<file path="config.mk">
export PLATFORM = sky130hd
export DESIGN_NAME = phy_event_counters_pcs_config
export DESIGN_NICKNAME = d
export VERILOG_FILES = /design/src/include/phy_stat_pkg.sv /design/src/design/event_counter.sv /design/src/design/descrambler_timer.sv /design/src/design/phy_event_counters_pcs_config.sv
export SDC_FILE = /design/constraint.sdc
export NUM_CORES = 1
export LEC_CHECK = 0
export BUFFER_PORTS_ARGS = -buffer_cell sky130_fd_sc_hd__buf_2
export CORE_MARGIN = 4
export CORE_UTILIZATION = 50
export CTS_CLUSTER_SIZE = 24
export DETAILED_ROUTE_END_ITERATION = 10
export PLACE_DENSITY = 0.66
export SLEW_MARGIN = 20
export SYNTH_ARGS = -nofsm -noshare
export SYNTH_HDL_FRONTEND = slang
export SYNTH_SLANG_ARGS = --single-unit
export TNS_END_PERCENT = 50
</file>
<file path="constraint.sdc">
create_clock -name i_mclk -period 7.7 [get_ports i_mclk]
set_clock_uncertainty 0.05 [all_clocks]
set_input_delay 2.31 -clock i_mclk [delete_from_list [all_inputs] [get_ports i_mclk]]
set_output_delay 2.31 -clock i_mclk [all_outputs]
set_load 0.005 [all_outputs]
</file>
<file path="src/include/phy_stat_pkg.sv">
// Package: register map, field layout, timing counts and configuration and receive event types for the PHY statistics block
// Behaviour
// - Sixteen-bit disconnect counter adds one for every lost link.
// - Disconnect counter rolls over from all ones to zero.
// - False carrier counter adds one when carrier appears without a start pair.
// - False carrier counter holds at all ones until cleared.
// - Receive error counter rolls over from all ones to zero.
// - Read-only sixteen-bit silicon revision code is presented.
// - Config bit 15 enables NRZI coding, set after reset.
// - Config bit 14 picks descrambler timeout 2 ms or 722 us.
// - Descrambler timer bounds the window for receiving enough idle symbols.
// - Timer expiry drops descrambler sync and restarts the idle search.
// - Config bit 13 disables the descrambler timeout timer.
// - Config bit 12 selects repeater mode; carrier sense then follows receive only.
// - Node mode without full duplex raises carrier sense on receive or transmit.
// - Repeater bit loads from the strap pin on the first cycle after reset; management may overwrite.
package phy_stat_pkg;

  // ************************************************************
  // Register map
  // ************************************************************
  localparam logic [4:0] ADDR_DISCONNECT  = 5'h12;
  localparam logic [4:0] ADDR_FALSE_CARR  = 5'h13;
  localparam logic [4:0] ADDR_RX_ERROR    = 5'h15;
  localparam logic [4:0] ADDR_SI_REV      = 5'h16;
  localparam logic [4:0] ADDR_CODING_CFG  = 5'h17;

  // ************************************************************
  // Coding sublayer configuration fields and reset values
  // ************************************************************
  localparam int         CFG_NRZI_BIT     = 15;
  localparam int         CFG_TO_SEL_BIT   = 14;
  localparam int         CFG_TO_DIS_BIT   = 13;
  localparam int         CFG_REPEATER_BIT = 12;
  localparam logic       CFG_NRZI_RST     = 1'b1;
  localparam logic       CFG_TO_SEL_RST   = 1'b0;
  localparam logic       CFG_TO_DIS_RST   = 1'b0;
  localparam logic       CFG_REPEATER_RST = 1'b0;
  localparam logic [15:0] COUNT_RST       = 16'h0000;

  // ************************************************************
  // Management frame layout
  // ************************************************************
  localparam int         PREAMBLE_BITS    = 32;
  localparam int         HEADER_BITS      = 12;
  localparam int         DATA_BITS        = 16;
  localparam logic [1:0] OP_READ          = 2'b10;
  localparam logic [1:0] OP_WRITE         = 2'b01;

  // ************************************************************
  // Timing
  // ************************************************************
  localparam int CLK_PERIOD_NS     = 100;
  localparam int DESCR_TO_SHORT_NS = 722_000;
  localparam int DESCR_TO_LONG_NS  = 2_000_000;
  localparam int DESCR_SHORT_CYC   = DESCR_TO_SHORT_NS / CLK_PERIOD_NS;
  localparam int DESCR_LONG_CYC    = DESCR_TO_LONG_NS / CLK_PERIOD_NS;
  localparam int TIMER_W           = 16;
  localparam int CIM_LIMIT_DEF     = 8;

  // ************************************************************
  // Configuration and receive event types
  // ************************************************************
  typedef struct packed {
    logic nrzi_en;
    logic descrambler_timeout_select;
    logic descrambler_timeout_disable;
    logic repeater;
  } pcs_cfg_t;

  typedef struct packed {
    logic link_lost;      // One-cycle pulse per disconnect
    logic false_carrier;  // One-cycle pulse per false carrier event
    logic rx_dv;          // Receive packet in progress
    logic rx_er;          // Receive error during packet
    logic col;            // Collision seen
  } rx_events_t;

endpackage : phy_stat_pkg

</file>
<file path="src/design/event_counter.sv">
// Event counter with selectable wrap or saturation and clear
`timescale 1ns/100ps
`default_nettype none
module event_counter #(
  parameter int   W        = 16,
  parameter logic SATURATE = 1'b0
) (
  input  wire logic         i_mclk,    // Device clock
  input  wire logic         i_sys_rst, // Async reset, active high
  input  wire logic         i_inc,     // Count one event
  input  wire logic         i_clr,     // Clear count
  output logic [W-1:0]      o_count    // Current count
);

  // Clear and event in the same cycle leave a count of one, so the event is kept
  always_ff @(posedge i_mclk or posedge i_sys_rst) begin
    if (i_sys_rst) begin
      o_count <= '0;
    end else if (i_clr) begin
      o_count <= i_inc ? W'(1) : '0;
    end else if (i_inc && !(SATURATE && (&o_count))) begin
      o_count <= o_count + W'(1);
    end
  end

endmodule : event_counter
`default_nettype wire

</file>
<file path="src/design/descrambler_timer.sv">
// Descrambler sync watchdog: expires when too few idles arrive within the window
`timescale 1ns/100ps
`default_nettype none
module descrambler_timer #(
  parameter int W = 16
) (
  input  wire logic         i_mclk,     // Device clock
  input  wire logic         i_sys_rst,  // Async reset, active high
  input  wire logic         i_disable,  // Timer held off
  input  wire logic [W-1:0] i_limit,    // Window length in cycles
  input  wire logic         i_idle_ok,  // Enough idles seen, restart window
  output logic              o_expire    // One-cycle pulse on expiry
);

  logic [W-1:0] count_q;

  always_ff @(posedge i_mclk or posedge i_sys_rst) begin
    if (i_sys_rst) begin
      count_q  <= '0;
      o_expire <= 1'b0;
    end else if (i_disable || i_idle_ok) begin
      count_q  <= '0;
      o_expire <= 1'b0;
    end else if (count_q >= i_limit - W'(1)) begin
      count_q  <= '0;
      o_expire <= 1'b1;
    end else begin
      count_q  <= count_q + W'(1);
      o_expire <= 1'b0;
    end
  end

endmodule : descrambler_timer
`default_nettype wire

</file>
<file path="src/design/phy_event_counters_pcs_config.sv">
// Top: management registers, event counters and coding sublayer configuration
`timescale 1ns/100ps
`default_nettype none
module phy_event_counters_pcs_config #(
  parameter int          SHORT_CYC = phy_stat_pkg::DESCR_SHORT_CYC,
  parameter int          LONG_CYC  = phy_stat_pkg::DESCR_LONG_CYC,
  parameter int          CIM_LIMIT = phy_stat_pkg::CIM_LIMIT_DEF,
  parameter logic [15:0] SI_REV    = 16'h0001  // Arbitrary value
) (
  input  wire logic                     i_mclk,           // Device clock, 10 MHz
  input  wire logic                     i_sys_rst,        // Async reset, active high
  input  wire logic                     i_mdc,            // Management clock pin
  input  wire logic                     i_mdio,           // Management data pin in
  output logic                          o_mdio,           // Management data pin out
  output logic                          o_mdio_oe,        // Management data drive enable
  input  wire logic [4:0]               i_phy_addr,       // Station address straps
  input  wire logic                     i_repeater_strap, // Repeater strap pin
  input  wire phy_stat_pkg::rx_events_t i_ev,             // Receive path events
  input  wire logic                     i_cim_clr,        // Restart link stability check
  input  wire logic                     i_idle_ok,        // Enough idles seen in window
  input  wire logic                     i_rx_crs,         // Receive activity
  input  wire logic                     i_tx_en,          // Transmit activity
  input  wire logic                     i_full_duplex,    // Full duplex configured
  output phy_stat_pkg::pcs_cfg_t        o_cfg,            // Configuration to datapath
  output logic                          o_crs,            // Carrier sense to MAC
  output logic                          o_descr_restart,  // Descrambler restart pulse
  output logic                          o_cim_unstable    // Link judged unstable
);
  import phy_stat_pkg::*;

  typedef enum logic [2:0] {S_PRE, S_START, S_HDR, S_TA, S_WDATA, S_RDATA} mgmt_state_t;

  // ************************************************************
  // Pin synchronisers
  // ************************************************************
  logic [1:0] mdc_s_q;
  logic [1:0] mdio_s_q;
  logic [1:0] strap_s_q;
  logic [4:0] addr_s1_q;
  logic [4:0] addr_s2_q;
  logic       mdc_prev_q;
  logic       mdc_rise;

  always_ff @(posedge i_mclk or posedge i_sys_rst) begin
    if (i_sys_rst) begin
      mdc_s_q    <= 2'h0;
      mdio_s_q   <= 2'h3;
      addr_s1_q  <= 5'h00;
      addr_s2_q  <= 5'h00;
      mdc_prev_q <= 1'b0;
    end else begin
      mdc_s_q    <= {mdc_s_q[0], i_mdc};
      mdio_s_q   <= {mdio_s_q[0], i_mdio};
      addr_s1_q  <= i_phy_addr;
      addr_s2_q  <= addr_s1_q;
      mdc_prev_q <= mdc_s_q[1];
    end
  end

  // Strap stages carry no reset so the pin level is through both of them at release
  always_ff @(posedge i_mclk) begin
    strap_s_q <= {strap_s_q[0], i_repeater_strap};
  end

  assign mdc_rise = mdc_s_q[1] & ~mdc_prev_q;

  // ************************************************************
  // Management frame engine
  // ************************************************************
  mgmt_state_t st_q;
  logic [5:0]  bit_cnt_q;
  logic [11:0] hdr_q;
  logic [15:0] shift_q;
  logic        is_read_q;
  logic        hit_q;
  logic [4:0]  reg_q;
  logic        fcs_rd_clr;
  logic        cfg_wr;
  logic [15:0] wr_data;
  logic [11:0] hdr_next;
  logic [15:0] dcnt;
  logic [15:0] fcnt;
  logic [15:0] rxecnt;

  // Register read decode; unmapped and left-out bits read zero
  function automatic logic [15:0] read_reg(input logic [4:0] a, input pcs_cfg_t c,
                                           input logic [15:0] d, input logic [15:0] f,
                                           input logic [15:0] r);
    logic [15:0] v;
    v = 16'h0000;
    case (a)
      ADDR_DISCONNECT: v = d;
      ADDR_FALSE_CARR: v = f;
      ADDR_RX_ERROR:   v = r;
      ADDR_SI_REV:     v = SI_REV;
      ADDR_CODING_CFG: v = {c, 12'h000};
      default:         v = 16'h0000;
    endcase
    return v;
  endfunction : read_reg

  assign hdr_next = {hdr_q[10:0], mdio_s_q[1]};
  assign wr_data  = {shift_q[14:0], mdio_s_q[1]};

  always_ff @(posedge i_mclk or posedge i_sys_rst) begin
    if (i_sys_rst) begin
      st_q      <= S_PRE;
      bit_cnt_q <= 6'h00;
      hdr_q     <= 12'h000;
      shift_q   <= 16'h0000;
      is_read_q <= 1'b0;
      hit_q     <= 1'b0;
      reg_q     <= 5'h00;
      o_mdio    <= 1'b1;
      o_mdio_oe <= 1'b0;
    end else if (mdc_rise) begin
      case (st_q)
        S_PRE: begin
          if (!mdio_s_q[1]) begin
            bit_cnt_q <= 6'h00;
            st_q      <= (bit_cnt_q >= 6'(PREAMBLE_BITS)) ? S_START : S_PRE;
          end else if (bit_cnt_q < 6'(PREAMBLE_BITS)) begin
            bit_cnt_q <= bit_cnt_q + 6'h01;
          end
        end
        S_START: begin
          bit_cnt_q <= 6'h00;
          st_q      <= mdio_s_q[1] ? S_HDR : S_PRE;
        end
        S_HDR: begin
          hdr_q     <= hdr_next;
          bit_cnt_q <= bit_cnt_q + 6'h01;
          if (bit_cnt_q == 6'(HEADER_BITS - 1)) begin
            is_read_q <= (hdr_next[11:10] == OP_READ);
            hit_q     <= (hdr_next[9:5] == addr_s2_q) &&
                         ((hdr_next[11:10] == OP_READ) || (hdr_next[11:10] == OP_WRITE));
            reg_q     <= hdr_next[4:0];
            shift_q   <= read_reg(hdr_next[4:0], o_cfg, dcnt, fcnt, rxecnt);
            bit_cnt_q <= 6'h00;
            st_q      <= S_TA;
          end
        end
        S_TA: begin
          bit_cnt_q <= bit_cnt_q + 6'h01;
          if (bit_cnt_q == 6'h00) begin
            o_mdio_oe <= is_read_q && hit_q;
            o_mdio    <= !(is_read_q && hit_q);
          end else begin
            bit_cnt_q <= 6'h00;
            // Data out idles high whenever the line is not ours
            o_mdio    <= shift_q[15] | !(is_read_q && hit_q);
            shift_q   <= is_read_q ? {shift_q[14:0], 1'b0} : shift_q;
            st_q      <= is_read_q ? S_RDATA : S_WDATA;
          end
        end
        S_RDATA: begin
          bit_cnt_q <= bit_cnt_q + 6'h01;
          o_mdio    <= shift_q[15] | !hit_q;
          shift_q   <= {shift_q[14:0], 1'b0};
          if (bit_cnt_q == 6'(DATA_BITS - 1)) begin
            o_mdio_oe <= 1'b0;
            o_mdio    <= 1'b1;
            bit_cnt_q <= 6'h00;
            st_q      <= S_PRE;
          end
        end
        S_WDATA: begin
          bit_cnt_q <= bit_cnt_q + 6'h01;
          shift_q   <= wr_data;
          if (bit_cnt_q == 6'(DATA_BITS - 1)) begin
            bit_cnt_q <= 6'h00;
            st_q      <= S_PRE;
          end
        end
        default: begin
          st_q      <= S_PRE;
          o_mdio_oe <= 1'b0;
          o_mdio    <= 1'b1;
        end
      endcase
    end
  end

  // Clear is taken when the read value is captured, so no event is lost in between
  assign fcs_rd_clr = mdc_rise && (st_q == S_HDR) && (bit_cnt_q == 6'(HEADER_BITS - 1)) &&
                      (hdr_next[11:10] == OP_READ) && (hdr_next[9:5] == addr_s2_q) &&
                      (hdr_next[4:0] == ADDR_FALSE_CARR);

  // Only the configuration register accepts writes
  assign cfg_wr = mdc_rise && (st_q == S_WDATA) && (bit_cnt_q == 6'(DATA_BITS - 1)) &&
                  hit_q && (reg_q == ADDR_CODING_CFG);

  // ************************************************************
  // Configuration register
  // ************************************************************
  logic strap_done_q;

  always_ff @(posedge i_mclk or posedge i_sys_rst) begin
    if (i_sys_rst) begin
      o_cfg.nrzi_en                     <= CFG_NRZI_RST;
      o_cfg.descrambler_timeout_select  <= CFG_TO_SEL_RST;
      o_cfg.descrambler_timeout_disable <= CFG_TO_DIS_RST;
      o_cfg.repeater                    <= CFG_REPEATER_RST;
      strap_done_q                      <= 1'b0;
    end else if (cfg_wr) begin
      o_cfg.nrzi_en                     <= wr_data[CFG_NRZI_BIT];
      o_cfg.descrambler_timeout_select  <= wr_data[CFG_TO_SEL_BIT];
      o_cfg.descrambler_timeout_disable <= wr_data[CFG_TO_DIS_BIT];
      o_cfg.repeater                    <= wr_data[CFG_REPEATER_BIT];
      strap_done_q                      <= 1'b1;
    end else if (!strap_done_q) begin
      // Strap level has settled through both stages while reset was held
      o_cfg.repeater <= strap_s_q[1];
      strap_done_q   <= 1'b1;
    end
  end

  // ************************************************************
  // Event counters
  // ************************************************************
  logic rx_dv_q;
  logic rx_err_seen_q;
  logic rx_col_seen_q;
  logic rx_pkt_err;

  always_ff @(posedge i_mclk or posedge i_sys_rst) begin
    if (i_sys_rst) begin
      rx_dv_q       <= 1'b0;
      rx_err_seen_q <= 1'b0;
      rx_col_seen_q <= 1'b0;
    end else begin
      rx_dv_q <= i_ev.rx_dv;
      if (i_ev.rx_dv && !rx_dv_q) begin
        rx_err_seen_q <= i_ev.rx_er;
        rx_col_seen_q <= i_ev.col;
      end else if (i_ev.rx_dv) begin
        rx_err_seen_q <= rx_err_seen_q | i_ev.rx_er;
        rx_col_seen_q <= rx_col_seen_q | i_ev.col;
      end
    end
  end

  // One count per errored packet, at its end, only if collision-free
  assign rx_pkt_err = rx_dv_q && !i_ev.rx_dv && rx_err_seen_q && !rx_col_seen_q;

  event_counter #(.W(16), .SATURATE(1'b0)) u_disc_cnt (
    .i_mclk    (i_mclk),
    .i_sys_rst (i_sys_rst),
    .i_inc     (i_ev.link_lost),
    .i_clr     (1'b0),
    .o_count   (dcnt)
  );

  event_counter #(.W(16), .SATURATE(1'b1)) u_fcs_cnt (
    .i_mclk    (i_mclk),
    .i_sys_rst (i_sys_rst),
    .i_inc     (i_ev.false_carrier),
    .i_clr     (fcs_rd_clr),
    .o_count   (fcnt)
  );

  event_counter #(.W(16), .SATURATE(1'b0)) u_rxe_cnt (
    .i_mclk    (i_mclk),
    .i_sys_rst (i_sys_rst),
    .i_inc     (rx_pkt_err),
    .i_clr     (1'b0),
    .o_count   (rxecnt)
  );

  // ************************************************************
  // Carrier integrity monitor, separate from the readable counter
  // ************************************************************
  logic [15:0] cim_cnt;

  event_counter #(.W(16), .SATURATE(1'b1)) u_cim_cnt (
    .i_mclk    (i_mclk),
    .i_sys_rst (i_sys_rst),
    .i_inc     (i_ev.false_carrier),
    .i_clr     (i_cim_clr),
    .o_count   (cim_cnt)
  );

  always_ff @(posedge i_mclk or posedge i_sys_rst) begin
    if (i_sys_rst) begin
      o_cim_unstable <= 1'b0;
    end else begin
      o_cim_unstable <= (cim_cnt >= 16'(CIM_LIMIT));
    end
  end

  // ************************************************************
  // Descrambler timeout and carrier sense
  // ************************************************************
  logic [TIMER_W-1:0] to_limit;

  assign to_limit = o_cfg.descrambler_timeout_select ? TIMER_W'(LONG_CYC)
                                                     : TIMER_W'(SHORT_CYC);

  descrambler_timer #(.W(TIMER_W)) u_descr_to (
    .i_mclk    (i_mclk),
    .i_sys_rst (i_sys_rst),
    .i_disable (o_cfg.descrambler_timeout_disable),
    .i_limit   (to_limit),
    .i_idle_ok (i_idle_ok),
    .o_expire  (o_descr_restart)
  );

  always_ff @(posedge i_mclk or posedge i_sys_rst) begin
    if (i_sys_rst) begin
      o_crs <= 1'b0;
    end else if (o_cfg.repeater || i_full_duplex) begin
      o_crs <= i_rx_crs;
    end else begin
      o_crs <= i_rx_crs | i_tx_en;
    end
  end

endmodule : phy_event_counters_pcs_config
`default_nettype wire

</file>
==> summary.txt <==
Global routing
  • All-Layer GR Usage: around a fifth
  • Global-route wire length before repair: 27,400 um
  • Initial antenna violation count: 0
  • Vias in the first global route: around 5.5k
  • Grt ovf: 0
  • Pin count of the biggest net entering global routing: around 110

Worst setup path
  • Worst endpoint required time: 5340 ps
  • CP Data Arrival Time: around 1100 ps
  • Crit-path slowest cell: dfrtp_1
  • Critical path capture point type: output port
  • Startpoint Class: flop
  • Levels on crit path: 1
  • Crit path max-delay family: flip-flops
  • R2r startpoint: st_q[1]
  • Reg2Reg Depth: 5
  • Crit path capture: o_cfg[2]
  • Critical path class: flop to output port
  • Number of buffers and inverters on the critical path: 1
  • CP peak stage delay: ~500 ps
  • Cells along the critical path: buf_2
  • Setup crit start: o_cfg[2]
  • CP Max Fanout: 6
  • Reg-to-Reg End: shift_q[2]
  • FF-to-FF setup slack: approximately 4600 ps

CTS
  • CTS-repair resized insts: 0
  • CTS clock-pin slew for the worst setup and hold paths: 60 ps
  • Num CTS Buffers: 17
  • CTS HTree Levels: 4
  • Clock latency on the worst-skew pair: 420 ps
  • Root Driver: clkbuf_16
  • Max clock buf depth: 2
  • CTS tree: built
  • Hold_buf cts: 0
  • Sink Count: 153
  • Postcts setup bufs: 0

Routing
  • WL final: ~16,000 um
  • Residual DRC: 0
  • Drt pass-1 iters: 5
  • Via count: roughly 5.6k
  • ANT nets after route: 0
  • Vias per cell: 5.89
  • Initial drt markers: between 500 and 600
  • WL/cell: 16.5 um

Hold path
  • Min-Delay Path Class: flop to flop
  • Min-Delay Path Depth: 0

Yosys
  • Mapped cell area: between 7000 and 8000 sq um
  • Avg Cell Area, Syn: 10.3 sq um
  • Number of synthesized flops with an enable pin: 0
  • Top_reg_cell synth: dfrtp_1
  • Yosys warns: 0
  • Synth Instances: roughly 740
  • Net Count, Synth: around 800
  • Number of synthesized register bits: roughly 150
  • Ys async rst share: a little under 100%
  • Post-synth cell types: 70
  • Sequential-to-total area share from yosys stat: just over 50%

Finish
  • Finished Layout Cells: around 960
  • Antenna cell count: 0
  • Fin nets: 796
  • Fraction of layout instances using a drive strength above 1: roughly 15%
  • Final Core Density: slightly below 60%
  • Area growth syn-to-layout: 11.8%

Die
  • Die Wd: 131 um
  • Die height: around 130 um
  • DIE AREA: roughly 17,000 sq um
  • # IOs: 29
  • Starting Density: 51.7%
  • Area of the core: 14,700 sq um
  • Row count: 44

Placement
  • Hpwl dp: around 11,000 um
  • Port Buffers: 28
  • Placer Congestion: approximately 0.87
  • Placed cells: 926

Timing
  • Final Critical Period: around 3400 ps
  • Final worst-path cycle share: between 40% and 50%
  • Slew at the pin with the worst max-slew slack: approximately 880 ps
  • Final hold violation count: 0
  • Slew HR: 41.6%
  • Pins over their slew limit: 0
  • Setup_tns: 0 ps
  • Final setup fails: 0
  • Fmax: roughly 290 MHz
  • Unrepaired setup endpoints after global routing: false

Power and ir drop
  • P_leak: ~0.0037 uW
  • Pwr/cell area: between 200 and 250 nW/um^2
  • Worst vdd ir: between 0.0001 and 0.00015 V

Status
  • Outcome: finished, final reports clean

Job
  • Max_cap viols: 0
==> state kept, by name (all words and copies together) (netlist names), 2 cells and up <==
signal	count
addr_s1_q	5
addr_s2_q	5
bit_cnt_q	6
hdr_q	11
mdc_s_q	2
mdio_s_q	2
o_cfg	4
reg_q	5
shift_q	16
st_q	3
strap_s_q	2
u_cim_cnt.o_count	16
u_descr_to.count_q	16
u_disc_cnt.o_count	16
u_fcs_cnt.o_count	16
u_rxe_cnt.o_count	16
==> synth_stat cells (all sizes together), types with 3 or more instances <==
| cell | n | area, sq um |
|---|---|---|
| o211ai | 7 | 57.6 |
| clkbuf | 16 | 60.1 |
| mux2 | 35 | 428 |
| a221oi | 4 | 35.0 |
| o21ai | 24 | 120 |
| nor4 | 12 | 75.1 |
| nand2 | 72 | 273 |
| and3 | 16 | 100 |
| nor2 | 64 | 243 |
| mux2i | 6 | 60.1 |
| inv | 24 | 90.1 |
| nand3 | 38 | 190 |
| nor3b | 3 | 22.5 |
| nand3b | 4 | 33.8 |
| or3 | 5 | 31.3 |
| nand4 | 21 | 138 |
| a21oi | 26 | 130 |
| o22ai | 7 | 43.8 |
| nand2b | 7 | 43.8 |
| xnor2 | 44 | 385 |
| xor2 | 20 | 175 |
| ha | 15 | 188 |
| a211oi | 3 | 22.5 |
| and4 | 7 | 61.3 |
| a31oi | 4 | 25.0 |
| o31ai | 3 | 22.5 |
| nor2b | 4 | 25.0 |
| a22oi | 12 | 90.1 |
| or2 | 3 | 18.8 |
| buf | 16 | 98.9 |
| dfstp | 4 | 105 |
| o221ai | 11 | 96.3 |
| nor3 | 23 | 115 |
| dfrtp | 147 | 3680 |
==> where the power goes <==
group / switching (uW) / internal (uW) / total (uW)
Clock: 333 / 555 / 887
Combinational: 76.5 / 60.6 / 137
Sequential: 75.3 / 857 / 933
==> worst min path at each step <==
stage | start | to | slack (ps)
2_1_floorplan | strap_s_q[0] | strap_s_q[1] | 260
4_1_cts | strap_s_q[0] | strap_s_q[1] | 290
3_5_place_dp | strap_s_q[0] | strap_s_q[1] | 270
5_1_grt | strap_s_q[0] | strap_s_q[1] | 300
6_report | strap_s_q[0] | strap_s_q[1] | 280
3_3_place_gp | strap_s_q[0] | strap_s_q[1] | 270
==> per-stage QoR <==
| step | hold WS, ps | area (sq um) | total power (uW) | setup slack [ps] |
|---|---|---|---|---|
| after floorplan | 260 | 7610 | 1030 | 1280 |
| after global placement | 270 | 7860 | 1070 | 3940 |
| after detailed placement | 267 | 7860 | 1080 | 3880 |
| after CTS | 285 | 8490 | 1980 | 4240 |
| after global routing | 296 | 8500 | 2040 | 4210 |
| final | 281 | 8500 | 1960 | 4270 |
==> cell type report <==
class / instances / area, sq um
multi-input cells: 533 / 3550
flip-flops and latches: 153 / 3820
fillers: 1216 / 6190
repair buffers: 32 / 170
clock inverters: 13 / 193
well taps: 184 / 230
clock buffers: 19 / 443
inverters: 24 / 97.6
==> kinds of logic (layout without fill, tap and decap cells) <==
logic type      after synthesis  in the layout  synth area share, %
other cells                   1              1               0.0493
buf+inv                      56             88                 3.27
compound gates              119            119                 10.5
fa+ha+maj                    15             15                 2.47
flops                       153            153                 50.3
simple gates                293            293                 19.6
mux                          41             41                 6.42
xor+xnor                     64             64                 7.37
==> routing by layer <==
layer	vias to the layer above	track usage [%]	share of wire [%]
li1	2699	-	-
met1	2796	26.8	48
met2	135	29.8	47
met3	17	4.59	4.2
met4	0	5.78	1.2
met5	-	0	0
==> layout by cell type (no fill, tap or decap), drive strengths merged, types with 11 or more instances in the layout <==
cell type / n
nor3: 23
inv: 26
clkbuf: 19
nor4: 12
dfrtp: 147
o221ai: 11
buf: 32
nor2: 64
o21ai: 24
and3: 16
nand2: 72
nand3: 38
mux2: 35
xnor2: 44
ha: 15
nand4: 21
a22oi: 12
xor2: 20
a21oi: 26
Note: power is estimated with default switching activity, not from simulation.
